<file path="src/design/sxa_pkg.sv">
// shared constants, types and helpers of the subtract/xor/swap datapath
package sxa_pkg;

    // ==========================================================
    // register map (byte addresses)
    localparam logic [7:0] OFS_W_REG = 8'h00;
    localparam logic [7:0] OFS_FLAGS = 8'h04;
    localparam logic [7:0] OFS_CMD = 8'h08;
    localparam logic [7:0] OFS_STATE = 8'h0C;

    // ==========================================================
    // field positions
    localparam int FLG_CARRY_BIT = 0;
    localparam int FLG_DC_BIT = 1;
    localparam int FLG_ZERO_BIT = 2;
    localparam int CMD_OP_LSB = 0;
    localparam int CMD_DEST_BIT = 3;
    localparam int CMD_ADDR_LSB = 4;
    localparam int CMD_LIT_LSB = 16;
    localparam int ST_BUSY_BIT = 8;
    localparam int ST_BADOP_BIT = 9;

    // ==========================================================
    // reset values and bus answers
    localparam logic [7:0] RST_W_REG = 8'h00;
    localparam logic [2:0] RST_FLAGS = 3'h0;
    localparam logic [23:0] RST_CMD = 24'h000000;
    localparam logic [1:0] RESP_OKAY = 2'h0;
    localparam logic [1:0] RESP_SLVERR = 2'h2;

    // ==========================================================
    // operations, codes 0..4 in the command op field
    typedef enum logic [2:0]
    {
        SUB_FROM_LITERAL_OP,
        XOR_LITERAL_OP,
        SUB_FROM_FILE_OP,
        XOR_FILE_OP,
        NIBBLE_SWAP_OP
    } sxa_op_t;

    // status flags, packed at their register positions
    typedef struct packed {
        logic zero;
        logic digit_carry_flag;
        logic carry;
    } sxa_flags_t;

    // one command as it sits in the command register
    typedef struct packed {
        logic [7:0] literal;
        logic [4:0] pad_hi;
        logic [6:0] faddr;
        logic dest;
        logic [2:0] op;
    } sxa_cmd_t;

    // subtraction a - b with no-borrow flags: {carry, digit carry, result}
    function automatic logic [9:0] sxa_sub(logic [7:0] a, logic [7:0] b);
        logic [8:0] full;
        logic [4:0] low;
        full = {1'b0, a} - {1'b0, b};
        low = {1'b0, a[3:0]} - {1'b0, b[3:0]};
        return {~full[8], ~low[4], full[7:0]};
    endfunction : sxa_sub

    // byte-lane merge of a bus write into an old word
    function automatic logic [31:0] sxa_merge(logic [31:0] old_v, logic [31:0] new_v, logic [3:0] strb);
        logic [31:0] m;
        m = old_v;
        for (int i = 0; i < 4; i++)
        begin
            if (strb[i])
            begin
                m[i*8 +: 8] = new_v[i*8 +: 8];
            end
        end
        return m;
    endfunction : sxa_merge

endpackage : sxa_pkg

</file>
<file path="src/design/sxa_alu_top.sv">
// subtract / xor / nibble-swap execution datapath with AXI4-Lite registers
// Notes on behaviour
// [RULE1] literal minus working register into working register
// [RULE2] literal xor working register, only zero flag
// [RULE3] file minus working register, address 0..127
// [RULE4] file xor working register, only zero flag
// [RULE5] nibble swap of file, flags untouched
// [RULE6] dest 0 to working, 1 to file
// [RULE7] carry, digit carry mean no borrow; zero
`timescale 1ns/1ps
module sxa_alu_top
(
    // clock and reset
    input wire logic aclk,
    input wire logic aresetn,
    // axi4-lite write address and data
    input wire logic [7:0] s_axi_awaddr,
    input wire logic s_axi_awvalid,
    output logic s_axi_awready,
    input wire logic [31:0] s_axi_wdata,
    input wire logic [3:0] s_axi_wstrb,
    input wire logic s_axi_wvalid,
    output logic s_axi_wready,
    // axi4-lite write response
    output logic [1:0] s_axi_bresp,
    output logic s_axi_bvalid,
    input wire logic s_axi_bready,
    // axi4-lite read
    input wire logic [7:0] s_axi_araddr,
    input wire logic s_axi_arvalid,
    output logic s_axi_arready,
    output logic [31:0] s_axi_rdata,
    output logic [1:0] s_axi_rresp,
    output logic s_axi_rvalid,
    input wire logic s_axi_rready,
    // data register file port
    output logic [6:0] file_addr,
    input wire logic [7:0] file_rd_data,
    output logic file_wr_en,
    output logic [7:0] file_wr_data
);
    import sxa_pkg::*;

    // ==========================================================
    // state
    typedef enum logic {ST_IDLE, ST_EXEC} sxa_phase_t;

    // all registered state of the datapath
    typedef struct packed {
        sxa_phase_t phase;
        logic [7:0] w_reg;
        sxa_flags_t flags;
        sxa_cmd_t cmd;
        logic [7:0] result;
        logic bad_op;
        logic file_we;
        logic [7:0] file_wdata;
    } sxa_top_t;

    sxa_top_t st_ff;
    sxa_top_t nxt_st;

    // register strobes from the bus front end
    logic wr_en;
    logic [7:0] wr_addr;
    logic [31:0] wr_data;
    logic [3:0] wr_strb;
    logic wr_ok;
    logic rd_en;
    logic [7:0] rd_addr;
    logic [31:0] rd_data;
    logic rd_ok;

    // arithmetic core results
    logic [7:0] alu_res;
    sxa_flags_t alu_flags;
    logic alu_ok;
    logic alu_file_op;
    logic in_exec;

    // ==========================================================
    // bus front end
    sxa_axil_slave u_slv
    (
        .aclk(aclk),
        .aresetn(aresetn),
        .s_axi_awaddr(s_axi_awaddr),
        .s_axi_awvalid(s_axi_awvalid),
        .s_axi_awready(s_axi_awready),
        .s_axi_wdata(s_axi_wdata),
        .s_axi_wstrb(s_axi_wstrb),
        .s_axi_wvalid(s_axi_wvalid),
        .s_axi_wready(s_axi_wready),
        .s_axi_bresp(s_axi_bresp),
        .s_axi_bvalid(s_axi_bvalid),
        .s_axi_bready(s_axi_bready),
        .s_axi_araddr(s_axi_araddr),
        .s_axi_arvalid(s_axi_arvalid),
        .s_axi_arready(s_axi_arready),
        .s_axi_rdata(s_axi_rdata),
        .s_axi_rresp(s_axi_rresp),
        .s_axi_rvalid(s_axi_rvalid),
        .s_axi_rready(s_axi_rready),
        .wr_en(wr_en),
        .wr_addr(wr_addr),
        .wr_data(wr_data),
        .wr_strb(wr_strb),
        .wr_ok(wr_ok),
        .rd_en(rd_en),
        .rd_addr(rd_addr),
        .rd_data(rd_data),
        .rd_ok(rd_ok)
    );

    // ==========================================================
    // arithmetic core, fed from the held command
    sxa_alu_core u_alu
    (
        .op(st_ff.cmd.op),
        .w_val(st_ff.w_reg),
        .lit(st_ff.cmd.literal),
        .fval(file_rd_data),
        .flags_in(st_ff.flags),
        .res(alu_res),
        .flags_out(alu_flags),
        .op_ok(alu_ok),
        .file_op(alu_file_op)
    );

    assign in_exec = (st_ff.phase == ST_EXEC);

    // ==========================================================
    // address decode and read mux
    always_comb
    begin
        // every printed register answers okay
        wr_ok = (wr_addr == OFS_W_REG) || (wr_addr == OFS_FLAGS) ||
                (wr_addr == OFS_CMD) || (wr_addr == OFS_STATE);
        rd_ok = 1'b1;
        case (rd_addr)
            OFS_W_REG: rd_data = {24'h000000, st_ff.w_reg};
            OFS_FLAGS: rd_data = {29'h00000000, st_ff.flags};
            OFS_CMD: rd_data = {8'h00, st_ff.cmd};
            OFS_STATE: rd_data = {22'h000000, st_ff.bad_op, in_exec, st_ff.result};
            default:
            begin
                // unmapped: zero data, slave error
                rd_data = 32'h00000000;
                rd_ok = 1'b0;
            end
        endcase
    end

    // ==========================================================
    // next state: register writes, then execution
    always_comb
    begin
        nxt_st = st_ff;
        nxt_st.file_we = 1'b0;
        // software writes
        if (wr_en)
        begin
            case (wr_addr)
                // size casts keep only the low lanes of the merged word
                OFS_W_REG: nxt_st.w_reg = 8'(sxa_merge({24'h000000, st_ff.w_reg}, wr_data, wr_strb));
                OFS_FLAGS: nxt_st.flags = 3'(sxa_merge({29'h00000000, st_ff.flags}, wr_data, wr_strb));
                OFS_CMD:
                begin
                    // a command write launches one execution cycle
                    if (!in_exec)
                    begin
                        nxt_st.cmd = 24'(sxa_merge({8'h00, st_ff.cmd}, wr_data, wr_strb));
                        nxt_st.cmd.pad_hi = 5'h00;
                        nxt_st.phase = ST_EXEC;
                    end
                end
                default:
                begin
                    // status word is read-only
                    nxt_st.phase = st_ff.phase;
                end
            endcase
        end
        // execution of the held command
        if (in_exec)
        begin
            nxt_st.phase = ST_IDLE;
            nxt_st.bad_op = !alu_ok;
            if (alu_ok)
            begin
                nxt_st.result = alu_res;
                nxt_st.flags = alu_flags; // [RULE7]
                if (alu_file_op && st_ff.cmd.dest)
                begin
                    // back into the addressed file register
                    nxt_st.file_we = 1'b1; // [RULE6]
                    nxt_st.file_wdata = alu_res;
                end
                else
                begin
                    // literal ops and dest 0 land in W
                    nxt_st.w_reg = alu_res; // [RULE1] [RULE2] [RULE6]
                end
            end
        end
    end

    // ==========================================================
    // state register
    always_ff @(posedge aclk)
    begin
        if (!aresetn)
        begin
            st_ff <= '{phase: ST_IDLE, w_reg: RST_W_REG, flags: RST_FLAGS, cmd: RST_CMD,
                       result: 8'h00, bad_op: 1'b0, file_we: 1'b0, file_wdata: 8'h00};
        end
        else
        begin
            st_ff <= nxt_st;
        end
    end

    // register file port, all from flops
    assign file_addr = st_ff.cmd.faddr; // [RULE3]
    assign file_wr_en = st_ff.file_we;
    assign file_wr_data = st_ff.file_wdata;

    // ==========================================================
    // assertions
    logic [2:0] x_op;
    assign x_op = st_ff.cmd.op;

    property p_sub_lit;
        @(posedge aclk) disable iff (!aresetn)
        in_exec && x_op == 3'h0 |=> st_ff.w_reg == 8'($past(st_ff.cmd.literal) - $past(st_ff.w_reg));
    endproperty
    a_sub_lit: assert property (p_sub_lit) else $error("literal subtract wrong"); // [RULE1]

    property p_xor_lit;
        @(posedge aclk) disable iff (!aresetn)
        in_exec && x_op == 3'h1 |=> st_ff.w_reg == ($past(st_ff.cmd.literal) ^ $past(st_ff.w_reg))
            && st_ff.flags.carry == $past(st_ff.flags.carry);
    endproperty
    a_xor_lit: assert property (p_xor_lit) else $error("literal xor wrong"); // [RULE2]

    property p_sub_file;
        @(posedge aclk) disable iff (!aresetn)
        in_exec && x_op == 3'h2 |=> st_ff.result == 8'($past(file_rd_data) - $past(st_ff.w_reg));
    endproperty
    a_sub_file: assert property (p_sub_file) else $error("file subtract wrong"); // [RULE3]

    property p_xor_file;
        @(posedge aclk) disable iff (!aresetn)
        in_exec && x_op == 3'h3 |=> $stable(st_ff.flags.carry) && $stable(st_ff.flags.digit_carry_flag)
            && st_ff.flags.zero == (st_ff.result == 8'h00);
    endproperty
    a_xor_file: assert property (p_xor_file) else $error("file xor flags wrong"); // [RULE4]

    property p_swap;
        @(posedge aclk) disable iff (!aresetn)
        in_exec && x_op == 3'h4 |=> $stable(st_ff.flags)
            && st_ff.result == {$past(file_rd_data[3:0]), $past(file_rd_data[7:4])};
    endproperty
    a_swap: assert property (p_swap) else $error("nibble swap wrong"); // [RULE5]

    property p_dest;
        @(posedge aclk) disable iff (!aresetn)
        in_exec && x_op >= 3'h2 && x_op <= 3'h4 |=>
            (file_wr_en == $past(st_ff.cmd.dest)) && (file_wr_en ? $stable(st_ff.w_reg) : st_ff.w_reg == st_ff.result);
    endproperty
    a_dest: assert property (p_dest) else $error("destination select wrong"); // [RULE6]

    // subtract flags: zero, carry and digit carry all follow the operands
    property p_flags;
        @(posedge aclk) disable iff (!aresetn)
        in_exec && (x_op == 3'h0 || x_op == 3'h2) |=> st_ff.flags.zero == (st_ff.result == 8'h00)
            && st_ff.flags.carry == (st_ff.result <= ($past(x_op) == 3'h0 ? $past(st_ff.cmd.literal)
            : $past(file_rd_data)))
            && st_ff.flags.digit_carry_flag == (($past(x_op) == 3'h0 ? $past(st_ff.cmd.literal[3:0])
            : $past(file_rd_data[3:0])) >= $past(st_ff.w_reg[3:0]));
    endproperty
    a_flags: assert property (p_flags) else $error("subtract flags wrong"); // [RULE7]

    property p_launch;
        @(posedge aclk) disable iff (!aresetn)
        wr_en && wr_addr == OFS_CMD && !in_exec |=> in_exec ##1 !in_exec;
    endproperty
    a_launch: assert property (p_launch) else $error("command did not run once");

    // scenarios worth seeing
    c_sub_file_to_file: cover property (@(posedge aclk) disable iff (!aresetn)
        in_exec && x_op == 3'h2 && st_ff.cmd.dest);
    c_swap_to_w: cover property (@(posedge aclk) disable iff (!aresetn)
        in_exec && x_op == 3'h4 && !st_ff.cmd.dest);
    c_borrow: cover property (@(posedge aclk) disable iff (!aresetn)
        in_exec && x_op == 3'h0 && !alu_flags.carry);
    c_bad_op: cover property (@(posedge aclk) disable iff (!aresetn)
        in_exec && !alu_ok);
    c_xor_zero: cover property (@(posedge aclk) disable iff (!aresetn)
        in_exec && x_op == 3'h3 && alu_res == 8'h00);

endmodule : sxa_alu_top

</file>
<file path="src/design/sxa_alu_core.sv">
// combinational arithmetic core: result and flag update per operation
`timescale 1ns/1ps
module sxa_alu_core
(
    // operation and operands
    input wire logic [2:0] op,
    input wire logic [7:0] w_val,
    input wire logic [7:0] lit,
    input wire logic [7:0] fval,
    input wire sxa_pkg::sxa_flags_t flags_in,
    // outputs
    output logic [7:0] res,
    output sxa_pkg::sxa_flags_t flags_out,
    output logic op_ok,
    output logic file_op
);
    import sxa_pkg::*;

    // ==========================================================
    // operation decode
    always_comb
    begin
        logic [9:0] d;
        d = 10'h000;
        res = 8'h00;
        flags_out = flags_in;
        op_ok = 1'b1;
        file_op = 1'b0;
        case (op)
            SUB_FROM_LITERAL_OP:
            begin
                // literal minus working register
                d = sxa_sub(lit, w_val); // [RULE1]
                res = d[7:0];
                flags_out = '{zero: d[7:0] == 8'h00, digit_carry_flag: d[8], carry: d[9]}; // [RULE7]
            end
            XOR_LITERAL_OP:
            begin
                // only zero moves
                res = w_val ^ lit; // [RULE2]
                flags_out.zero = (res == 8'h00);
            end
            SUB_FROM_FILE_OP:
            begin
                // file minus working register
                d = sxa_sub(fval, w_val); // [RULE3]
                res = d[7:0];
                flags_out = '{zero: d[7:0] == 8'h00, digit_carry_flag: d[8], carry: d[9]}; // [RULE7]
                file_op = 1'b1;
            end
            XOR_FILE_OP:
            begin
                res = w_val ^ fval; // [RULE4]
                flags_out.zero = (res == 8'h00);
                file_op = 1'b1;
            end
            NIBBLE_SWAP_OP:
            begin
                // exchange nibbles, flags held
                res = {fval[3:0], fval[7:4]}; // [RULE5]
                file_op = 1'b1;
            end
            default:
            begin
                // unknown code: result zero, flags passed through, op_ok low
                op_ok = 1'b0;
            end
        endcase
    end

endmodule : sxa_alu_core

</file>
<file path="src/design/sxa_axil_slave.sv">
// AXI4-Lite slave front end with one-cycle register strobes
`timescale 1ns/1ps
module sxa_axil_slave
(
    // clock and reset
    input wire logic aclk,
    input wire logic aresetn,
    // write address and data
    input wire logic [7:0] s_axi_awaddr,
    input wire logic s_axi_awvalid,
    output logic s_axi_awready,
    input wire logic [31:0] s_axi_wdata,
    input wire logic [3:0] s_axi_wstrb,
    input wire logic s_axi_wvalid,
    output logic s_axi_wready,
    // write response
    output logic [1:0] s_axi_bresp,
    output logic s_axi_bvalid,
    input wire logic s_axi_bready,
    // read address and data
    input wire logic [7:0] s_axi_araddr,
    input wire logic s_axi_arvalid,
    output logic s_axi_arready,
    output logic [31:0] s_axi_rdata,
    output logic [1:0] s_axi_rresp,
    output logic s_axi_rvalid,
    input wire logic s_axi_rready,
    // register side
    output logic wr_en,
    output logic [7:0] wr_addr,
    output logic [31:0] wr_data,
    output logic [3:0] wr_strb,
    input wire logic wr_ok,
    output logic rd_en,
    output logic [7:0] rd_addr,
    input wire logic [31:0] rd_data,
    input wire logic rd_ok
);
    import sxa_pkg::*;

    // all state of the slave
    typedef struct packed {
        logic aw_held;
        logic w_held;
        logic [7:0] awaddr;
        logic [31:0] wdata;
        logic [3:0] wstrb;
        logic bvalid;
        logic [1:0] bresp;
        logic rvalid;
        logic [31:0] rdata;
        logic [1:0] rresp;
    } sxa_slv_t;

    sxa_slv_t st_ff;
    sxa_slv_t nxt_st;
    logic aw_hs;
    logic w_hs;

    // ==========================================================
    // handshakes; no new write while a response waits
    assign s_axi_awready = !st_ff.aw_held && !st_ff.bvalid;
    assign s_axi_wready = !st_ff.w_held && !st_ff.bvalid;
    assign s_axi_arready = !st_ff.rvalid;
    assign aw_hs = s_axi_awvalid && s_axi_awready;
    assign w_hs = s_axi_wvalid && s_axi_wready;
    assign wr_en = (st_ff.aw_held || aw_hs) && (st_ff.w_held || w_hs);
    assign wr_addr = st_ff.aw_held ? st_ff.awaddr : s_axi_awaddr;
    assign wr_data = st_ff.w_held ? st_ff.wdata : s_axi_wdata;
    assign wr_strb = st_ff.w_held ? st_ff.wstrb : s_axi_wstrb;
    assign rd_en = s_axi_arvalid && s_axi_arready;
    assign rd_addr = s_axi_araddr;
    assign s_axi_bvalid = st_ff.bvalid;
    assign s_axi_bresp = st_ff.bresp;
    assign s_axi_rvalid = st_ff.rvalid;
    assign s_axi_rdata = st_ff.rdata;
    assign s_axi_rresp = st_ff.rresp;

    // ==========================================================
    // next state
    always_comb
    begin
        nxt_st = st_ff;
        if (wr_en)
        begin
            // both halves present: commit and answer next cycle
            nxt_st.aw_held = 1'b0;
            nxt_st.w_held = 1'b0;
            nxt_st.bvalid = 1'b1;
            nxt_st.bresp = wr_ok ? RESP_OKAY : RESP_SLVERR;
        end
        else
        begin
            // park whichever half came first
            if (aw_hs)
            begin
                nxt_st.aw_held = 1'b1;
                nxt_st.awaddr = s_axi_awaddr;
            end
            if (w_hs)
            begin
                nxt_st.w_held = 1'b1;
                nxt_st.wdata = s_axi_wdata;
                nxt_st.wstrb = s_axi_wstrb;
            end
        end
        if (st_ff.bvalid && s_axi_bready)
        begin
            nxt_st.bvalid = 1'b0;
        end
        if (rd_en)
        begin
            nxt_st.rvalid = 1'b1;
            nxt_st.rdata = rd_ok ? rd_data : 32'h00000000;
            nxt_st.rresp = rd_ok ? RESP_OKAY : RESP_SLVERR;
        end
        else if (st_ff.rvalid && s_axi_rready)
        begin
            nxt_st.rvalid = 1'b0;
        end
    end

    // state register
    always_ff @(posedge aclk)
    begin
        if (!aresetn)
        begin
            st_ff <= '0;
        end
        else
        begin
            st_ff <= nxt_st;
        end
    end

endmodule : sxa_axil_slave

</file>
<file path="config.mk">
export PLATFORM = sky130hd
export DESIGN_NAME = sxa_alu_top
export DESIGN_NICKNAME = d
export VERILOG_FILES = /design/src/design/sxa_pkg.sv /design/src/design/sxa_alu_top.sv /design/src/design/sxa_alu_core.sv /design/src/design/sxa_axil_slave.sv
export SDC_FILE = /design/constraint.sdc
export NUM_CORES = 1
export LEC_CHECK = 0
export BUFFER_PORTS_ARGS = -buffer_cell sky130_fd_sc_hd__buf_4
export CORE_MARGIN = 8
export CORE_UTILIZATION = 59
export CTS_BUF_LIST = sky130_fd_sc_hd__clkbuf_4 sky130_fd_sc_hd__clkbuf_8
export DETAILED_ROUTE_END_ITERATION = 12
export GPL_TIMING_DRIVEN = 0
export PLACE_DENSITY = 0.93
export SYNTH_ARGS = -nofsm -noshare
export SYNTH_HDL_FRONTEND = slang
export SYNTH_HIERARCHICAL = 1
export SYNTH_SLANG_ARGS = --single-unit
</file>
<file path="constraint.sdc">
create_clock -name aclk -period 3.6 [get_ports aclk]
set_input_delay 0.72 -clock aclk [delete_from_list [all_inputs] [get_ports aclk]]
set_output_delay 0.72 -clock aclk [all_outputs]
set_load 0.01 [all_outputs]
</file>
==> out/qor.json <==
{
  "power.leakage_nw": 3.44,
  "post_synth.cell_area_avg_sq_um": 8.35,
  "max-vdd-ir-drop_v": 0.000421,
  "achievable-frequency_mhz": 337,
  "p_sw_frac": 0.267,
  "crit_type": "reg2reg",
  "area_of_the_mapped_netlist_sq_mm": 0.00725,
  "timing.final.crit_period_ps": 2960,
  "grt_use_met3": 0.0607,
  "die_h_um": 127,
  "cts_hold_buf": 0,
  "result_of_the_run": "complete, no violations",
  "vias_per_cell": 5.69,
  "numPlacedInstances": 1127,
  "core_sq_mm": 0.0120,
  "final_max_slew_viols": 0,
  "place.port_buffers": 98,
  "startpoint_of_the_tightest_hold_check_path": "u_slv/s_axi_rdata[4]$_SDFFE_PN0P_",
  "power_report.internal_total_w": 0.00210,
  "floorplan.io_pins": 124,
  "cp_max_fo": 5,
  "area_growth_syn_to_layout_pct": 18.2,
  "fp.dieW_um": 127,
  "fin_crit_sh": 0.823,
  "cp_arrival_ps": 3280,
  "setup_viol": 0,
  "global_route.usage.met2": 0.410,
  "worstReg2RegStart": "st_ff[46]$_SDFF_PN0_",
  "grt_overflow_total": 0,
  "grtUsageMet1": 0.306,
  "syn-instance-count": 869,
  "floorplan.rows": 40,
  "start_util": 0.604,
  "tritoncts": "done",
  "unrepaired_setup_endpoints_after_global_routing": "false",
  "power.sequential.fraction": 0.467,
  "detailedPlacementHpwl_um": 15400,
  "cts_max_path_buffers": 2,
  "slew_worst_pin_ps": 661,
  "fin_worst_skew_ps": 6.92,
  "p_switching_w": 0.000768,
  "top_usage_layer": "met2",
  "route.detailed.drc": 0,
  "cts_post_setup_buffers_inserted": 0,
  "total_wirelength_um": 19900,
  "final_cells": 1157,
  "count_of_h_tree_levels_built_during_cts": 4,
  "drive_gt1_frac": 0.258,
  "clock_buffers_created_by_tritoncts": 17,
  "timing.setup.tns_ps": 0,
  "timing_hold_violations_final": 0,
  "grt_start_max_net_pins": 17,
  "postCtsResizedCells": 0,
  "crit_path_start_kind": "register",
  "die-area_sq_mm": 0.0161,
  "pre_repair_dr_iteration_count": 5,
  "cap_violations": 0,
  "wl_per_cell_um": 17.2,
  "dr_total_vias": 6586,
  "ant_nets": 0,
  "cp-end-kind": "register",
  "grtUsageTotal": 0.246,
  "antenna_cells_inserted": 0,
  "fin_nets": 1086,
  "powerDensity_mw_per_mm2": 335,
  "clock-sinks": 117,
  "cp.required_ps": 3920,
  "grt_pass1_wl_um": 32200,
  "share_clk_of_total_power": 0.377,
  "grt_pass1_vias": 6488,
  "worstHoldPathType": "reg2reg",
  "clkTransAtPathRegs_ps": 70,
  "synth.yosys.warnings": 6,
  "share_comb_of_total_power": 0.156,
  "critPathLaunch": "st_ff[46]$_SDFF_PN0_",
  "clk-insertion-delay-late_ps": 450,
  "ctsRootBufferMaster": "clkbuf_8",
  "grt_antenna_before_repair": 0,
  "gp_routability_congestion": 0.950,
  "drt_first_iter_violations": 480,
  "max_slew_margin": 0.555
}
cell type report:
type                    instances  area (sq um)
well taps                     147           184
clock inverters                 4          22.5
fillers                       979          3440
plain buffers                 127           774
inverters                      19          71.3
multi-input cells             619          4120
clock buffers                  26           327
flip-flops and latches        117          2340
repair buffers                 98           736
power groups by stage:
stage / combinational [W] / sequential (W) / clock [W]
after detailed placement: 0.000438 / 0.00137 / 0
after global routing: 0.000484 / 0.00134 / 0.00114
final: 0.000448 / 0.00134 / 0.00108
after floorplan: 0.000304 / 0.00136 / 0
after CTS: 0.000442 / 0.00134 / 0.00109
after global placement: 0.000429 / 0.00137 / 0
flip-flops by register name (all words and copies together), names as in the netlist:
register and count:
st_ff 29, x_op 3, u_slv/s_axi_bvalid 1, file_addr 7, u_slv/s_axi_rresp 1, u_slv/s_axi_rvalid 1, u_slv/s_axi_bresp 1, file_wr_en 1
u_slv/s_axi_rdata 32, in_exec 1, file_wr_data 8, u_slv/st_ff 32
worst paths after layout:
kind                                                           to  slack, ps  cells past startpoint
worst min register to register  u_slv/s_axi_rdata[4]$_SDFFE_PN0P_        450                      2
worst max-delay path                         st_ff[52]$_SDFF_PN0_        640                     10
worst min-delay path            u_slv/s_axi_rdata[4]$_SDFFE_PN0P_        450                      2
worst max register to register               st_ff[52]$_SDFF_PN0_        640                     10
cell usage in the layout, fill, tap and decap left out, types with 6 or more instances in the layout:
| cell | n |
|---|---|
| buf_4 | 157 |
| nand2b_1 | 7 |
| clkbuf_8 | 21 |
| o21ai_0 | 16 |
| buf_2 | 16 |
| inv_1 | 17 |
| nand4_1 | 11 |
| nand3_1 | 39 |
| nand2_1 | 178 |
| dfxtp_1 | 117 |
| a21oi_1 | 12 |
| nor3_1 | 8 |
| mux2_2 | 37 |
| and4_1 | 6 |
| o31ai_1 | 13 |
| a22oi_1 | 10 |
| buf_1 | 7 |
| ha_1 | 18 |
| o41ai_1 | 8 |
| conb_1 | 15 |
| clkbuf_1 | 41 |
| a21boi_0 | 39 |
| nor2b_1 | 7 |
| a31oi_1 | 13 |
| a21boi_1 | 11 |
| mux2i_1 | 59 |
| nor2_1 | 21 |
| and2_1 | 13 |
| o21a_1 | 7 |
per-stage QoR:
stage	hold WS (ps)	power, W	setup slack (ps)	area (sq um)	utilization
after floorplan	431	0.00167	883	7300	-
after global placement	438	0.00180	527	8220	0.685
after detailed placement	446	0.00181	504	8220	0.685
after CTS	455	0.00287	658	8570	0.714
after global routing	471	0.00297	491	8570	0.714
final	453	0.00287	636	8570	0.714
per-layer routing:
layer  up-vias  share of wire
li1       3207              -
met1      3084           0.44
met2       257           0.47
met3        38          0.077
met4         0          0.018
met5         -              0
worst max-delay path, stage by stage, from the launching register on:
cell and delay, ps:
dfxtp_1 520, inv_1 150, ha_1 360, nor2b_4 150
o31a_1 270, o31a_1 280, o22ai_2 140, xnor2_1 130
a311o_1 470, o31ai_1 290, a31oi_1 70
Note: power is estimated with default switching activity, not from simulation.
